===== config.mk =====
export PLATFORM = sky130hd
export DESIGN_NAME = msc_top
export DESIGN_NICKNAME = d
export VERILOG_FILES = /design/src/msc_pkg.sv /design/src/msc_reg_if.sv /design/src/msc_bank.sv /design/src/msc_top.sv
export SDC_FILE = /design/constraint.sdc
export NUM_CORES = 1
export LEC_CHECK = 0
export ABC_AREA = 0
export BUFFER_PORTS_ARGS = -buffer_cell sky130_fd_sc_hd__buf_4
export CORE_ASPECT_RATIO = 0.9
export CORE_MARGIN = 5
export CORE_UTILIZATION = 50
export CTS_BUF_LIST = sky130_fd_sc_hd__clkbuf_8
export CTS_CLUSTER_DIAMETER = 150
export DETAILED_ROUTE_END_ITERATION = 12
export HOLD_SLACK_MARGIN = 0.02
export PLACE_DENSITY = 0.83
export SLEW_MARGIN = 10
export SYNTH_ARGS = -nofsm -noshare
export SYNTH_HDL_FRONTEND = slang
export SYNTH_HIERARCHICAL = 1
export SYNTH_SLANG_ARGS = --single-unit

===== constraint.sdc =====
create_clock -name mclk -period 2.25 [get_ports mclk]
set_clock_uncertainty 0.05 [all_clocks]
set_input_delay 0.45 -clock mclk [delete_from_list [all_inputs] [get_ports mclk]]
set_output_delay 0.45 -clock mclk [all_outputs]
set_load 0.01 [all_outputs]

===== src/msc_pkg.sv =====
// Function
// - A single-bit set, clear, invert or store does a full byte read, changes one bit, and writes the whole byte back, so stale values can land in write-only bits.
// - Mode register bit 7 is a reserved read/write bit that resets to 1, and software writes only 1 to it.
// - Mode register bits 6 to 3 always read 0 and ignore writes.
// - Mode register bits 2 to 0 are read-only and show the three strap levels in order, bit 2 for the highest strap.
// - The strap levels are latched into the mode level bits when the mode register is read, and a reset clears the latch.
// - System control bit 7 resets to 0 for plain multiply-accumulate and selects saturation when 1.
// - System control bits 5:4 pick the interrupt controller mode, reset to 00, 00 is mode 0, 10 is mode 2, and 01 and 11 are not written.
// - System control bit 3 resets to 0 for a falling-edge non-maskable request and selects the rising edge when 1.
// - System control bit 0 enables on-chip RAM when 1 and returns to 1 at reset.
// - System control bits 6, 2 and 1 always read 0 and ignore writes.
package msc_pkg;

	localparam int ADDR_W = 8;

	// byte addresses of the register words
	localparam logic [ADDR_W-1:0] OFF_MODE = 8'h00;
	localparam logic [ADDR_W-1:0] OFF_SYSC = 8'h04;
	localparam logic [ADDR_W-1:0] OFF_BITOP = 8'h08;

	// reset values
	localparam logic MODE_RSV7_RST = 1'b1;
	localparam logic [2:0] MODE_LATCH_RST = 3'h0;
	localparam logic [7:0] SYSC_RST = 8'h01;
	localparam logic [7:0] BITOP_RST = 8'h00;

	// field positions
	localparam int MODE_RSV7_BIT = 7;
	localparam int SYSC_MAC_SATURATE_SELECT_BIT = 7;
	localparam int SYSC_INTM_HI_BIT = 5;
	localparam int SYSC_INTM_LO_BIT = 4;
	localparam int SYSC_NMIEDGE_BIT = 3;
	localparam int SYSC_ONCHIP_RAM_ENABLE_BIT = 0;
	localparam int BITOP_BUSY_BIT = 8;

	// writable bits of each register
	localparam logic [7:0] MODE_WMASK = 8'h80;
	localparam logic [7:0] SYSC_WMASK = 8'h89;

	// bit operation command byte: [2:0] bit, [5:3] op, [6] target, [7] store value
	localparam int BITOP_OP_LSB = 3;
	localparam int BITOP_TGT_BIT = 6;
	localparam int BITOP_VAL_BIT = 7;
	localparam logic [2:0] OP_SET = 3'h0;
	localparam logic [2:0] OP_CLR = 3'h1;
	localparam logic [2:0] OP_INV = 3'h2;
	localparam logic [2:0] OP_STORE = 3'h3;
	localparam logic [2:0] OP_ISTORE = 3'h4;

	// interrupt controller mode codes
	localparam logic [1:0] INTM_MODE0 = 2'h0;
	localparam logic [1:0] INTM_MODE2 = 2'h2;

	// bus responses
	localparam logic [1:0] RESP_OKAY = 2'h0;
	localparam logic [1:0] RESP_SLVERR = 2'h2;

	typedef enum logic [1:0] {BOP_IDLE, BOP_READ, BOP_WRITE} msc_bop_t;
	typedef enum logic [1:0] {RD_IDLE, RD_ISSUE, RD_WAIT, RD_RESP} msc_rd_t;

endpackage : msc_pkg


===== src/msc_reg_if.sv =====
`timescale 1ns/1ps
`default_nettype none
// link between the bus front end and the byte register bank
interface msc_reg_if;
	logic wr_en;
	logic rd_en;
	logic sel_sysc;
	logic [7:0] wbyte;
	logic [7:0] rbyte;
	logic bop_en;
	logic [7:0] bop_cmd;
	logic busy;
	logic [2:0] strap;
	logic [7:0] sysc_q;

	modport host (output wr_en, output rd_en, output sel_sysc, output wbyte, output bop_en,
		output bop_cmd, output strap, input rbyte, input busy, input sysc_q);
	modport bank (input wr_en, input rd_en, input sel_sysc, input wbyte, input bop_en,
		input bop_cmd, input strap, output rbyte, output busy, output sysc_q);
endinterface : msc_reg_if
`default_nettype wire


===== src/msc_bank.sv =====
`timescale 1ns/1ps
`default_nettype none
module msc_bank
	import msc_pkg::*;
(
	input wire logic mclk,
	input wire logic sys_rst,
	msc_reg_if.bank bus
);

	typedef struct packed {
		logic rsv7;
		logic [2:0] latch;
		logic [7:0] sysc;
		logic [7:0] rbyte;
		msc_bop_t bstate;
		logic [7:0] cmd;
		logic [7:0] tmp;
	} msc_bank_st_t;

	msc_bank_st_t q_r;
	msc_bank_st_t q_nxt;
	logic [7:0] bop_res;

	// merge a written byte into the system control byte
	function automatic logic [7:0] sysc_merge(input logic [7:0] old, input logic [7:0] b);
		logic [7:0] r;
		r = (old & ~SYSC_WMASK) | (b & SYSC_WMASK);
		// prohibited codes leave the previous mode in place
		if (b[SYSC_INTM_HI_BIT:SYSC_INTM_LO_BIT] == INTM_MODE0 ||
			b[SYSC_INTM_HI_BIT:SYSC_INTM_LO_BIT] == INTM_MODE2)
			r[SYSC_INTM_HI_BIT:SYSC_INTM_LO_BIT] = b[SYSC_INTM_HI_BIT:SYSC_INTM_LO_BIT];
		else
			r[SYSC_INTM_HI_BIT:SYSC_INTM_LO_BIT] = old[SYSC_INTM_HI_BIT:SYSC_INTM_LO_BIT];
		return r;
	endfunction : sysc_merge

	// apply one bit operation to a byte
	function automatic logic [7:0] bit_apply(input logic [7:0] b, input logic [7:0] c);
		logic [7:0] r;
		logic [2:0] n;
		r = b;
		n = c[2:0];
		case (c[BITOP_OP_LSB+2:BITOP_OP_LSB])
			OP_SET: r[n] = 1'b1;
			OP_CLR: r[n] = 1'b0;
			OP_INV: r[n] = ~b[n];
			OP_STORE: r[n] = c[BITOP_VAL_BIT];
			OP_ISTORE: r[n] = ~c[BITOP_VAL_BIT];
			default: r = b;
		endcase
		return r;
	endfunction : bit_apply

	// result of the pending bit operation on the byte read back
	assign bop_res = bit_apply(q_r.tmp, q_r.cmd);

	// read, bit operation and write all fold into one next state
	always_comb
	begin
		q_nxt = q_r;
		if (bus.rd_en)
		begin
			if (bus.sel_sysc)
				q_nxt.rbyte = q_r.sysc;
			else
			begin
				q_nxt.latch = bus.strap;
				q_nxt.rbyte = {q_r.rsv7, 4'h0, bus.strap};
			end
		end
		case (q_r.bstate)
			BOP_IDLE:
			begin
				if (bus.bop_en)
				begin
					q_nxt.cmd = bus.bop_cmd;
					q_nxt.bstate = BOP_READ;
				end
			end
			BOP_READ:
			begin
				// full byte read first; a mode read latches the straps as usual
				if (q_r.cmd[BITOP_TGT_BIT])
					q_nxt.tmp = q_r.sysc;
				else
				begin
					q_nxt.latch = bus.strap;
					q_nxt.tmp = {q_r.rsv7, 4'h0, bus.strap};
				end
				q_nxt.bstate = BOP_WRITE;
			end
			BOP_WRITE:
			begin
				// whole byte goes back through the normal write masks
				if (q_r.cmd[BITOP_TGT_BIT])
					q_nxt.sysc = sysc_merge(q_r.sysc, bop_res);
				else
					q_nxt.rsv7 = bop_res[MODE_RSV7_BIT];
				q_nxt.bstate = BOP_IDLE;
			end
			default: q_nxt.bstate = BOP_IDLE;
		endcase
		if (bus.wr_en)
		begin
			if (bus.sel_sysc)
				q_nxt.sysc = sysc_merge(q_r.sysc, bus.wbyte);
			else
				q_nxt.rsv7 = bus.wbyte[MODE_RSV7_BIT];
		end
	end

	// reset drops the strap latch and restores the control byte
	always_ff @(posedge mclk or posedge sys_rst)
	begin
		if (sys_rst)
		begin
			q_r.rsv7 <= MODE_RSV7_RST;
			q_r.latch <= MODE_LATCH_RST;
			q_r.sysc <= SYSC_RST;
			q_r.rbyte <= 8'h00;
			q_r.bstate <= BOP_IDLE;
			q_r.cmd <= BITOP_RST;
			q_r.tmp <= 8'h00;
		end
		else
			q_r <= q_nxt;
	end

	assign bus.rbyte = q_r.rbyte;
	assign bus.busy = (q_r.bstate != BOP_IDLE);
	assign bus.sysc_q = q_r.sysc;

endmodule : msc_bank
`default_nettype wire


===== src/msc_top.sv =====
// The AXI4-Lite slave port and the register addresses are this design's own decisions.
`timescale 1ns/1ps
`default_nettype none
module msc_top
	import msc_pkg::*;
(
	input wire logic mclk,
	input wire logic sys_rst,
	// axi4-lite write address
	input wire logic [ADDR_W-1:0] s_axi_awaddr,
	input wire logic [2:0] s_axi_awprot,
	input wire logic s_axi_awvalid,
	output logic s_axi_awready,
	// axi4-lite write data
	input wire logic [31:0] s_axi_wdata,
	input wire logic [3:0] s_axi_wstrb,
	input wire logic s_axi_wvalid,
	output logic s_axi_wready,
	// axi4-lite write response
	output logic [1:0] s_axi_bresp,
	output logic s_axi_bvalid,
	input wire logic s_axi_bready,
	// axi4-lite read address
	input wire logic [ADDR_W-1:0] s_axi_araddr,
	input wire logic [2:0] s_axi_arprot,
	input wire logic s_axi_arvalid,
	output logic s_axi_arready,
	// axi4-lite read data
	output logic [31:0] s_axi_rdata,
	output logic [1:0] s_axi_rresp,
	output logic s_axi_rvalid,
	input wire logic s_axi_rready,
	// board straps and interrupt pin
	input wire logic mode_strap_pin_2,
	input wire logic mode_strap_pin_1,
	input wire logic mode_strap_pin_0,
	input wire logic nmi_pin,
	// control outputs
	output logic mac_saturate_select,
	output logic intc_mode_select_hi,
	output logic intc_mode_select_lo,
	output logic nonmaskable_edge_select,
	output logic onchip_ram_enable,
	output logic nmi_request
);

	typedef struct packed {
		logic [2:0] strap_m;
		logic [2:0] strap_s;
		logic nmi_m;
		logic nmi_s;
		logic nmi_d;
		logic nmi_req;
		logic aw_full;
		logic [ADDR_W-1:0] aw_addr;
		logic w_full;
		logic [7:0] w_byte;
		logic w_lane0;
		logic awready;
		logic wready;
		logic bvalid;
		logic [1:0] bresp;
		msc_rd_t rstate;
		logic [ADDR_W-1:0] ar_addr;
		logic arready;
		logic rvalid;
		logic [31:0] rdata;
		logic [1:0] rresp;
		logic [7:0] cmd_last;
	} msc_top_st_t;

	msc_top_st_t q_r;
	msc_top_st_t q_nxt;

	msc_reg_if regs ();

	logic w_go;
	logic w_is_mode;
	logic w_is_sysc;
	logic w_is_bop;
	logic r_is_mode;
	logic r_is_sysc;
	logic r_is_bop;

	// protection bits carry no meaning for this block
	logic unused_prot;
	assign unused_prot = ^{s_axi_awprot, s_axi_arprot, s_axi_wdata[31:8], s_axi_wstrb[3:1]};

	// word decode; low two address bits are ignored as the bus allows
	assign w_is_mode = (q_r.aw_addr[ADDR_W-1:2] == OFF_MODE[ADDR_W-1:2]);
	assign w_is_sysc = (q_r.aw_addr[ADDR_W-1:2] == OFF_SYSC[ADDR_W-1:2]);
	assign w_is_bop = (q_r.aw_addr[ADDR_W-1:2] == OFF_BITOP[ADDR_W-1:2]);
	assign r_is_mode = (q_r.ar_addr[ADDR_W-1:2] == OFF_MODE[ADDR_W-1:2]);
	assign r_is_sysc = (q_r.ar_addr[ADDR_W-1:2] == OFF_SYSC[ADDR_W-1:2]);
	assign r_is_bop = (q_r.ar_addr[ADDR_W-1:2] == OFF_BITOP[ADDR_W-1:2]);

	// a write completes once address and data are both held and no bit
	// operation is in flight; waiting here keeps byte writes atomic;
	// it also yields to a read issue, which owns the shared select line
	assign w_go = q_r.aw_full && q_r.w_full && !q_r.bvalid && !regs.busy &&
		(q_r.rstate != RD_ISSUE);

	// requests into the register bank; writes and bit operations gated by the byte lane that holds the data
	assign regs.wr_en = w_go && q_r.w_lane0 && (w_is_mode || w_is_sysc);
	assign regs.bop_en = w_go && q_r.w_lane0 && w_is_bop;
	assign regs.sel_sysc = (q_r.rstate == RD_ISSUE) ? r_is_sysc : w_is_sysc;
	assign regs.wbyte = q_r.w_byte;
	assign regs.bop_cmd = q_r.w_byte;
	assign regs.rd_en = (q_r.rstate == RD_ISSUE) && !regs.busy && (r_is_mode || r_is_sysc);
	assign regs.strap = q_r.strap_s;

	msc_bank u_bank (
		.mclk(mclk),
		.sys_rst(sys_rst),
		.bus(regs.bank)
	);

	// all bus, synchroniser and edge logic in one next-state process
	always_comb
	begin
		q_nxt = q_r;
		// two-stage synchronisers; the first stage feeds only the second
		q_nxt.strap_m = {mode_strap_pin_2, mode_strap_pin_1, mode_strap_pin_0};
		q_nxt.strap_s = q_r.strap_m;
		q_nxt.nmi_m = nmi_pin;
		q_nxt.nmi_s = q_r.nmi_m;
		q_nxt.nmi_d = q_r.nmi_s;
		// edge selection follows the live control bit, one pulse per edge
		if (regs.sysc_q[SYSC_NMIEDGE_BIT])
			q_nxt.nmi_req = q_r.nmi_s && !q_r.nmi_d;
		else
			q_nxt.nmi_req = !q_r.nmi_s && q_r.nmi_d;

		// write address and data are taken independently, in either order
		if (s_axi_awvalid && q_r.awready)
		begin
			q_nxt.aw_full = 1'b1;
			q_nxt.aw_addr = s_axi_awaddr;
		end
		if (s_axi_wvalid && q_r.wready)
		begin
			q_nxt.w_full = 1'b1;
			q_nxt.w_byte = s_axi_wdata[7:0];
			q_nxt.w_lane0 = s_axi_wstrb[0];
		end
		if (w_go)
		begin
			q_nxt.aw_full = 1'b0;
			q_nxt.w_full = 1'b0;
			q_nxt.bvalid = 1'b1;
			if (w_is_mode || w_is_sysc || w_is_bop)
				q_nxt.bresp = RESP_OKAY;
			else
				q_nxt.bresp = RESP_SLVERR;
			if (w_is_bop && q_r.w_lane0)
				q_nxt.cmd_last = q_r.w_byte;
		end
		if (q_r.bvalid && s_axi_bready)
			q_nxt.bvalid = 1'b0;
		q_nxt.awready = !q_nxt.aw_full;
		q_nxt.wready = !q_nxt.w_full;

		// read channel walks a small sequence so data always leaves a flop
		case (q_r.rstate)
			RD_IDLE:
			begin
				if (s_axi_arvalid)
				begin
					q_nxt.ar_addr = s_axi_araddr;
					q_nxt.arready = 1'b0;
					q_nxt.rstate = RD_ISSUE;
				end
			end
			RD_ISSUE:
			begin
				// hold off while a bit operation owns the bank
				if (!regs.busy)
				begin
					if (r_is_mode || r_is_sysc)
						q_nxt.rstate = RD_WAIT;
					else
					begin
						q_nxt.rvalid = 1'b1;
						q_nxt.rstate = RD_RESP;
						if (r_is_bop)
						begin
							q_nxt.rdata = {23'h000000, 1'b0, q_r.cmd_last};
							q_nxt.rresp = RESP_OKAY;
						end
						else
						begin
							q_nxt.rdata = 32'h00000000;
							q_nxt.rresp = RESP_SLVERR;
						end
					end
				end
			end
			RD_WAIT:
			begin
				// upper bits of both byte registers read as zero
				q_nxt.rdata = {24'h000000, regs.rbyte};
				q_nxt.rresp = RESP_OKAY;
				q_nxt.rvalid = 1'b1;
				q_nxt.rstate = RD_RESP;
			end
			RD_RESP:
			begin
				if (s_axi_rready)
				begin
					q_nxt.rvalid = 1'b0;
					q_nxt.arready = 1'b1;
					q_nxt.rstate = RD_IDLE;
				end
			end
			default:
			begin
				q_nxt.rvalid = 1'b0;
				q_nxt.arready = 1'b1;
				q_nxt.rstate = RD_IDLE;
			end
		endcase
		// busy flag of a command read is sampled live at issue time
		if (q_r.rstate == RD_ISSUE && r_is_bop)
			q_nxt.rdata[BITOP_BUSY_BIT] = regs.busy;
	end

	// constants only under reset; straps are caught later by the clocked path
	always_ff @(posedge mclk or posedge sys_rst)
	begin
		if (sys_rst)
		begin
			q_r.strap_m <= 3'h0;
			q_r.strap_s <= 3'h0;
			q_r.nmi_m <= 1'b0;
			q_r.nmi_s <= 1'b0;
			q_r.nmi_d <= 1'b0;
			q_r.nmi_req <= 1'b0;
			q_r.aw_full <= 1'b0;
			q_r.aw_addr <= '0;
			q_r.w_full <= 1'b0;
			q_r.w_byte <= 8'h00;
			q_r.w_lane0 <= 1'b0;
			q_r.awready <= 1'b1;
			q_r.wready <= 1'b1;
			q_r.bvalid <= 1'b0;
			q_r.bresp <= RESP_OKAY;
			q_r.rstate <= RD_IDLE;
			q_r.ar_addr <= '0;
			q_r.arready <= 1'b1;
			q_r.rvalid <= 1'b0;
			q_r.rdata <= 32'h00000000;
			q_r.rresp <= RESP_OKAY;
			q_r.cmd_last <= BITOP_RST;
		end
		else
			q_r <= q_nxt;
	end

	// bus outputs straight from the state flops
	assign s_axi_awready = q_r.awready;
	assign s_axi_wready = q_r.wready;
	assign s_axi_bvalid = q_r.bvalid;
	assign s_axi_bresp = q_r.bresp;
	assign s_axi_arready = q_r.arready;
	assign s_axi_rvalid = q_r.rvalid;
	assign s_axi_rdata = q_r.rdata;
	assign s_axi_rresp = q_r.rresp;

	// control outputs come from the bank's system control flops, and the request from the nmi_req flop
	assign mac_saturate_select = regs.sysc_q[SYSC_MAC_SATURATE_SELECT_BIT];
	assign intc_mode_select_hi = regs.sysc_q[SYSC_INTM_HI_BIT];
	assign intc_mode_select_lo = regs.sysc_q[SYSC_INTM_LO_BIT];
	assign nonmaskable_edge_select = regs.sysc_q[SYSC_NMIEDGE_BIT];
	assign onchip_ram_enable = regs.sysc_q[SYSC_ONCHIP_RAM_ENABLE_BIT];
	assign nmi_request = q_r.nmi_req;

endmodule : msc_top
`default_nettype wire


* Word-level counts from Yosys, hierarchy flattened
Cells that the tools add are included.
** Storage, ports and cells
- Flip-flop bits (word level) :: 123
- Input bits :: 69
- Output and inout port bits :: 47
- Word-level logic and storage cells :: 156
** Cells by class
- Magnitude comparators :: 2
- Eq/ne operators :: 24
- Multiplexer cells :: 44
- Bitwise operators :: 7
- Reductions and logical operators :: 49
** Operators with widths (count)
- $mux W35 :: 2
- $pmux W34 S2 :: 1
- $mux W8 :: 6
- $pmux W8 S5 :: 1
- $mux W10 :: 3
- $bwmux W8 :: 3
- $logic_and A1 B1 Y1 :: 17
- $or A7 B8 Y8 :: 2
- $mux W1 :: 13
- $eq A6 B1 Y1 const B :: 2
- $eq A6 B2 Y1 const B :: 2
- $logic_not A6 Y1 :: 2
- $mux W2 :: 6
- $reduce_and A3 Y1 :: 4
- $mux W11 :: 1
- $eq A2 B2 Y1 const B :: 5
- $ne A2 B2 Y1 const B :: 5
- $mux W9 :: 1
- $ne A3 B2 Y1 const B :: 3
- $and A8 B8 Y8 :: 1
- $logic_not A2 Y1 :: 4
- $not A8 Y8 :: 1
- $or A8 B8 Y8 :: 1
- $pmux W2 S4 :: 1
- other kinds (21) :: 39

* Longest topological paths before layout
- Depth after elaboration :: 14
- Mapped depth :: 11
- Gate-level depth less buffers :: 10

* Modules after synthesis
The synthesis kept the hierarchy.
** Modules (own cells, without submodules)
- msc_top :: times used 1, cells each 229, area an instance 2771.4 um^2, sequential area each 1480.2 um^2
- msc_bank :: times used 1, cells each 168, area an instance 1725.4 um^2, sequential area each 753.2 um^2

* Worst setup path before layout
OpenSTA, ideal clock, no wires.
- Kind :: reg2reg
- Start :: register q_r[53] (netlist name)
- End :: register u_bank.q_r, in the netlist u_bank/bus.sysc_q[5]
- Setup time :: 0.131 ns
- Arrival time :: 2.178 ns
- Data required time :: 2.069 ns
- Slack :: -0.109 ns
- Stages on the path, launching flop included :: 12
- Path buffers :: 1
- Clock period less this slack :: 2.359 ns
- Path through :: dfrtp_1 inv_1 ha_1 clkbuf_8 nor4_1 nand3_1 nor2_1 nand2_1 nand2b_4 nor4b_1 a21oi_1 o211ai_2
** On the way
- Longest elaborated chain between the ends :: 5
- Elaborated cells on any way between the ends :: 9
- Those cells by class :: eq/ne (3); mux (3); reduce/logical (3)
** Ends and longest elaborated chain
- start: declaration :: RTL line msc_top.sv:72 : msc_top_st_t q_r;
- start signal: assignment :: RTL line msc_top.sv:256 : q_r <= q_nxt;
- $ne A2 B1 Y1 * :: RTL line msc_top.sv:101 : (q_r.rstate != RD_ISSUE);
- $logic_and A1 B1 Y1 * :: RTL line msc_top.sv:100 : assign w_go = q_r.aw_full && q_r.w_full && !q_r.bvalid && !regs.busy &&
- $logic_and A1 B1 Y1 * (2 in a row) :: RTL line msc_top.sv:104 : assign regs.wr_en = w_go && q_r.w_lane0 && (w_is_mode || w_is_sysc);
- named net regs.wr_en :: RTL line msc_reg_if.sv:5 : logic wr_en;
- $ne A3 B2 Y1 (no source line) / $mux W8 (equally long branches)
- end signal: assignment :: RTL line msc_bank.sv:127 : q_r <= q_nxt;
- end: declaration :: RTL line msc_bank.sv:21 : msc_bank_st_t q_r;
The timed path passes the listed nets; every way through them passes the cells marked *.
A chain may end at the register's enable or synchronous reset.

* Worst setup path after layout
- Start :: register q_r[52] (netlist name)
- End :: register u_bank/q_r[15] (netlist name)
** On the way
- Longest elaborated chain between the ends :: 5
** Ends and longest elaborated chain
- $ne A2 B1 Y1 :: RTL line msc_top.sv:101
- $logic_and A1 B1 Y1 :: RTL line msc_top.sv:100
- $logic_and A1 B1 Y1 (2 in a row) :: RTL line msc_top.sv:105 : assign regs.bop_en = w_go && q_r.w_lane0 && w_is_bop;
- named net regs.bop_en :: RTL line msc_reg_if.sv:10 : logic bop_en;
- $reduce_and A2 Y1 (no source line)
The timed path passes the listed nets, and every way through them passes these cells.

==> impl_metrics.json <==
{
  "crit_required_ps": 2440,
  "dpl_cell_area_sq_um": 4791,
  "crit_fanout": 5,
  "drive_gt1_share_pct": 36.71,
  "antenna_left": 0,
  "port_buffers": 53,
  "wl_um": 8715,
  "nFillCells": 732,
  "htreeDepth": 3,
  "clock_sinks": 89,
  "io_pins": 116,
  "die_h_um": 99.74,
  "finish.net_count": 513,
  "slew_headroom_pct": 63.23,
  "setup_violations": 0,
  "clock_latency_ps": 350,
  "multi_input_area_sq_um": 1843,
  "core_sq_um": 8648,
  "power_density_nw_per_um2": 1077,
  "placedCellCount": 544,
  "start_util_pct": 51.74,
  "min_period_over_period_pct": 95.99,
  "crit_path_start": "q_r[52]$_DFFE_PP0P_",
  "synthCells": 394,
  "rows": 32,
  "crit_path_max_incr_delay_ps": 420,
  "start_kind": "flop",
  "grt_pass1_wl_um": 14570,
  "arrival_ps": 2350,
  "timing.hold.ws_ps": 92.78,
  "syn_area_per_cell_sq_um": 11.36,
  "end_kind": "flop",
  "worstMarginPinSlew_ps": 551.5,
  "path_cells": "ha_2 > nor4_4 > nand3_1 > nor3b_1 > inv_1 > nor2_4 > mux2_2",
  "r2r_start": "q_r[52]$_DFFE_PP0P_",
  "syn-cell-area_sq_um": 4474,
  "final_hold_viol_count": 0,
  "min_period_ps": 2160,
  "crit_type": "flop to flop",
  "m1WireLength_um": 3883,
  "grt_overflow": 0,
  "cts_root_buf": "clkbuf_8",
  "clockBufferDepth": 2,
  "register_area_sq_um": 2233,
  "tritoncts": "done",
  "reg2reg_slack_ps": 90,
  "top_layer_used": "met4",
  "insertedDiodeCount": 0,
  "die-area_sq_um": 10940,
  "first_iter_violations": 154,
  "antenna_found_initial": 0,
  "cp_num_buf_inv": 1,
  "peakVddDrop_mv": 0.7028,
  "numCtsBuffers": 9,
  "fmax_mhz": 463.0,
  "holdCritPathClass": "input port to asynchronous set/reset pin",
  "track_usage_pct": 16.94,
  "wl_per_cell_um": 15.48,
  "final_cell_area_sq_um": 5015,
  "drc": 0,
  "area_delta_synth_final_pct": 12.08,
  "met2_length_um": 4115,
  "stdcell_count": 563,
  "dr.pass1.iters": 4,
  "status": "finished clean",
  "fin_tns_setup_ps": 0,
  "yosysWarningCount": 6,
  "rr_worst_depth": 7,
  "leakage_uw": 0.002301,
  "post-dp-hpwl_um": 6468,
  "num_vias": 2939,
  "cp_slowest_cell": "dfrtp_1",
  "critical_path.endpoint": "u_bank/q_r[15]$_DFFE_PP0P_",
  "grt_max_degree": 60,
  "cts-hold-fix-buffers": 0,
  "viasPerCell": 5.220,
  "drv_slew": 0,
  "wl_met3_um": 574,
  "routabilityCongestion": 0.8876,
  "fin_util_pct": 57.99,
  "fp.dieW_um": 109.7,
  "grt_pass1_vias": 2991,
  "rr_endpoint": "u_bank/q_r[15]$_DFFE_PP0P_",
  "cp_top_family": "simple AND/OR/NAND/NOR gates",
  "drv_cap": 0,
  "path_depth": 7,
  "cts.clk_slew.worst_paths_ps": 90
}
==> power breakdown <==
| group | leakage [uW] | switching, uW | total (uW) | internal, uW |
|---|---|---|---|---|
| clock | 0.0000887 | 568 | 1000 | 433 |
| combinational | 0.00109 | 856 | 1810 | 950 |
| sequential | 0.00112 | 492 | 2600 | 2100 |
| total | 0.00230 | 1920 | 5400 | 3490 |
==> cells in the final DEF, fill, tap and decap left out, drive strengths merged, types with 10 or more instances in the layout <==
cell    count
inv        22
dfrtp      84
clkbuf     10
buf        69
conb       26
mux2       46
o21ai      26
nand3      17
nor2       13
mux2i      10
nand2      33
==> worst min-delay path by stage <==
stage | cells past startpoint | end | slack (ps)
6_report | 3 | q_nxt[80]$_DFF_PP0_ | 90
5_1_grt | 3 | s_axi_rvalid$_DFFE_PP0P_ | 110
4_1_cts | 3 | q_nxt[80]$_DFF_PP0_ | 110
3_5_place_dp | 0 | regs.strap[2]$_DFF_PP0_ | 290
3_3_place_gp | 0 | regs.strap[0]$_DFF_PP0_ | 280
2_1_floorplan | 0 | q_nxt[79]$_DFF_PP0_ | 280
==> state kept, by name, summed over array words and instances, names as in the netlist <==
signal / count
q_r: 26
u_bank/q_r: 18
s_axi_rdata: 9
regs.bop_cmd: 8
u_bank/bus.rbyte: 7
q_nxt: 5
u_bank/bus.sysc_q: 5
regs.strap: 3
nmi_request: 1
s_axi_arready: 1
s_axi_awready: 1
s_axi_bresp: 1
s_axi_bvalid: 1
s_axi_rresp: 1
s_axi_rvalid: 1
s_axi_wready: 1
==> final cells by class <==
| cell class | instances | area share, % |
|---|---|---|
| clock buffer | 10 | 2.745 |
| clock inverter | 6 | 0.8483 |
| inverter | 21 | 1.572 |
| multi-input combinational | 249 | 36.75 |
| sequential | 89 | 44.54 |
| tap | 119 | 2.969 |
| timing repair buffer | 69 | 10.58 |
==> metal layers <==
| metal | global-route usage (%) | up-vias |
|---|---|---|
| met5 | 0 | - |
| met4 | 6.903 | 0 |
| met3 | 3.894 | 14 |
| met2 | 25.57 | 106 |
| met1 | 23.60 | 1439 |
| li1 | - | 1380 |
==> what timing repair did <==
item | CTS | global route
endpoints found under the setup margin | 4 | 17
hold endpoints to repair | 0 | 0
gates resized for setup | 1 | 6
buffers inserted | 0 | 2
pin swaps | 1 | 1
cloned | 0 | 1
==> stage by stage <==
stage          setup slack [ps]  power (uW)
6_report                  90.14        5403
5_1_grt                  -2.657        5761
4_1_cts                   22.39        5383
3_5_place_dp             -33.14        4377
3_3_place_gp              56.50        4273
2_1_floorplan             10.92        3943
==> worst reg2reg max path, stage by stage (launching register included) <==
cell and delay, ps:
dfrtp_1 420, ha_2 230, nor4_4 290, nand3_1 160
nor3b_1 210, inv_1 110, nor2_4 200, mux2_2 360
Power figures use the tool's default switching activity.
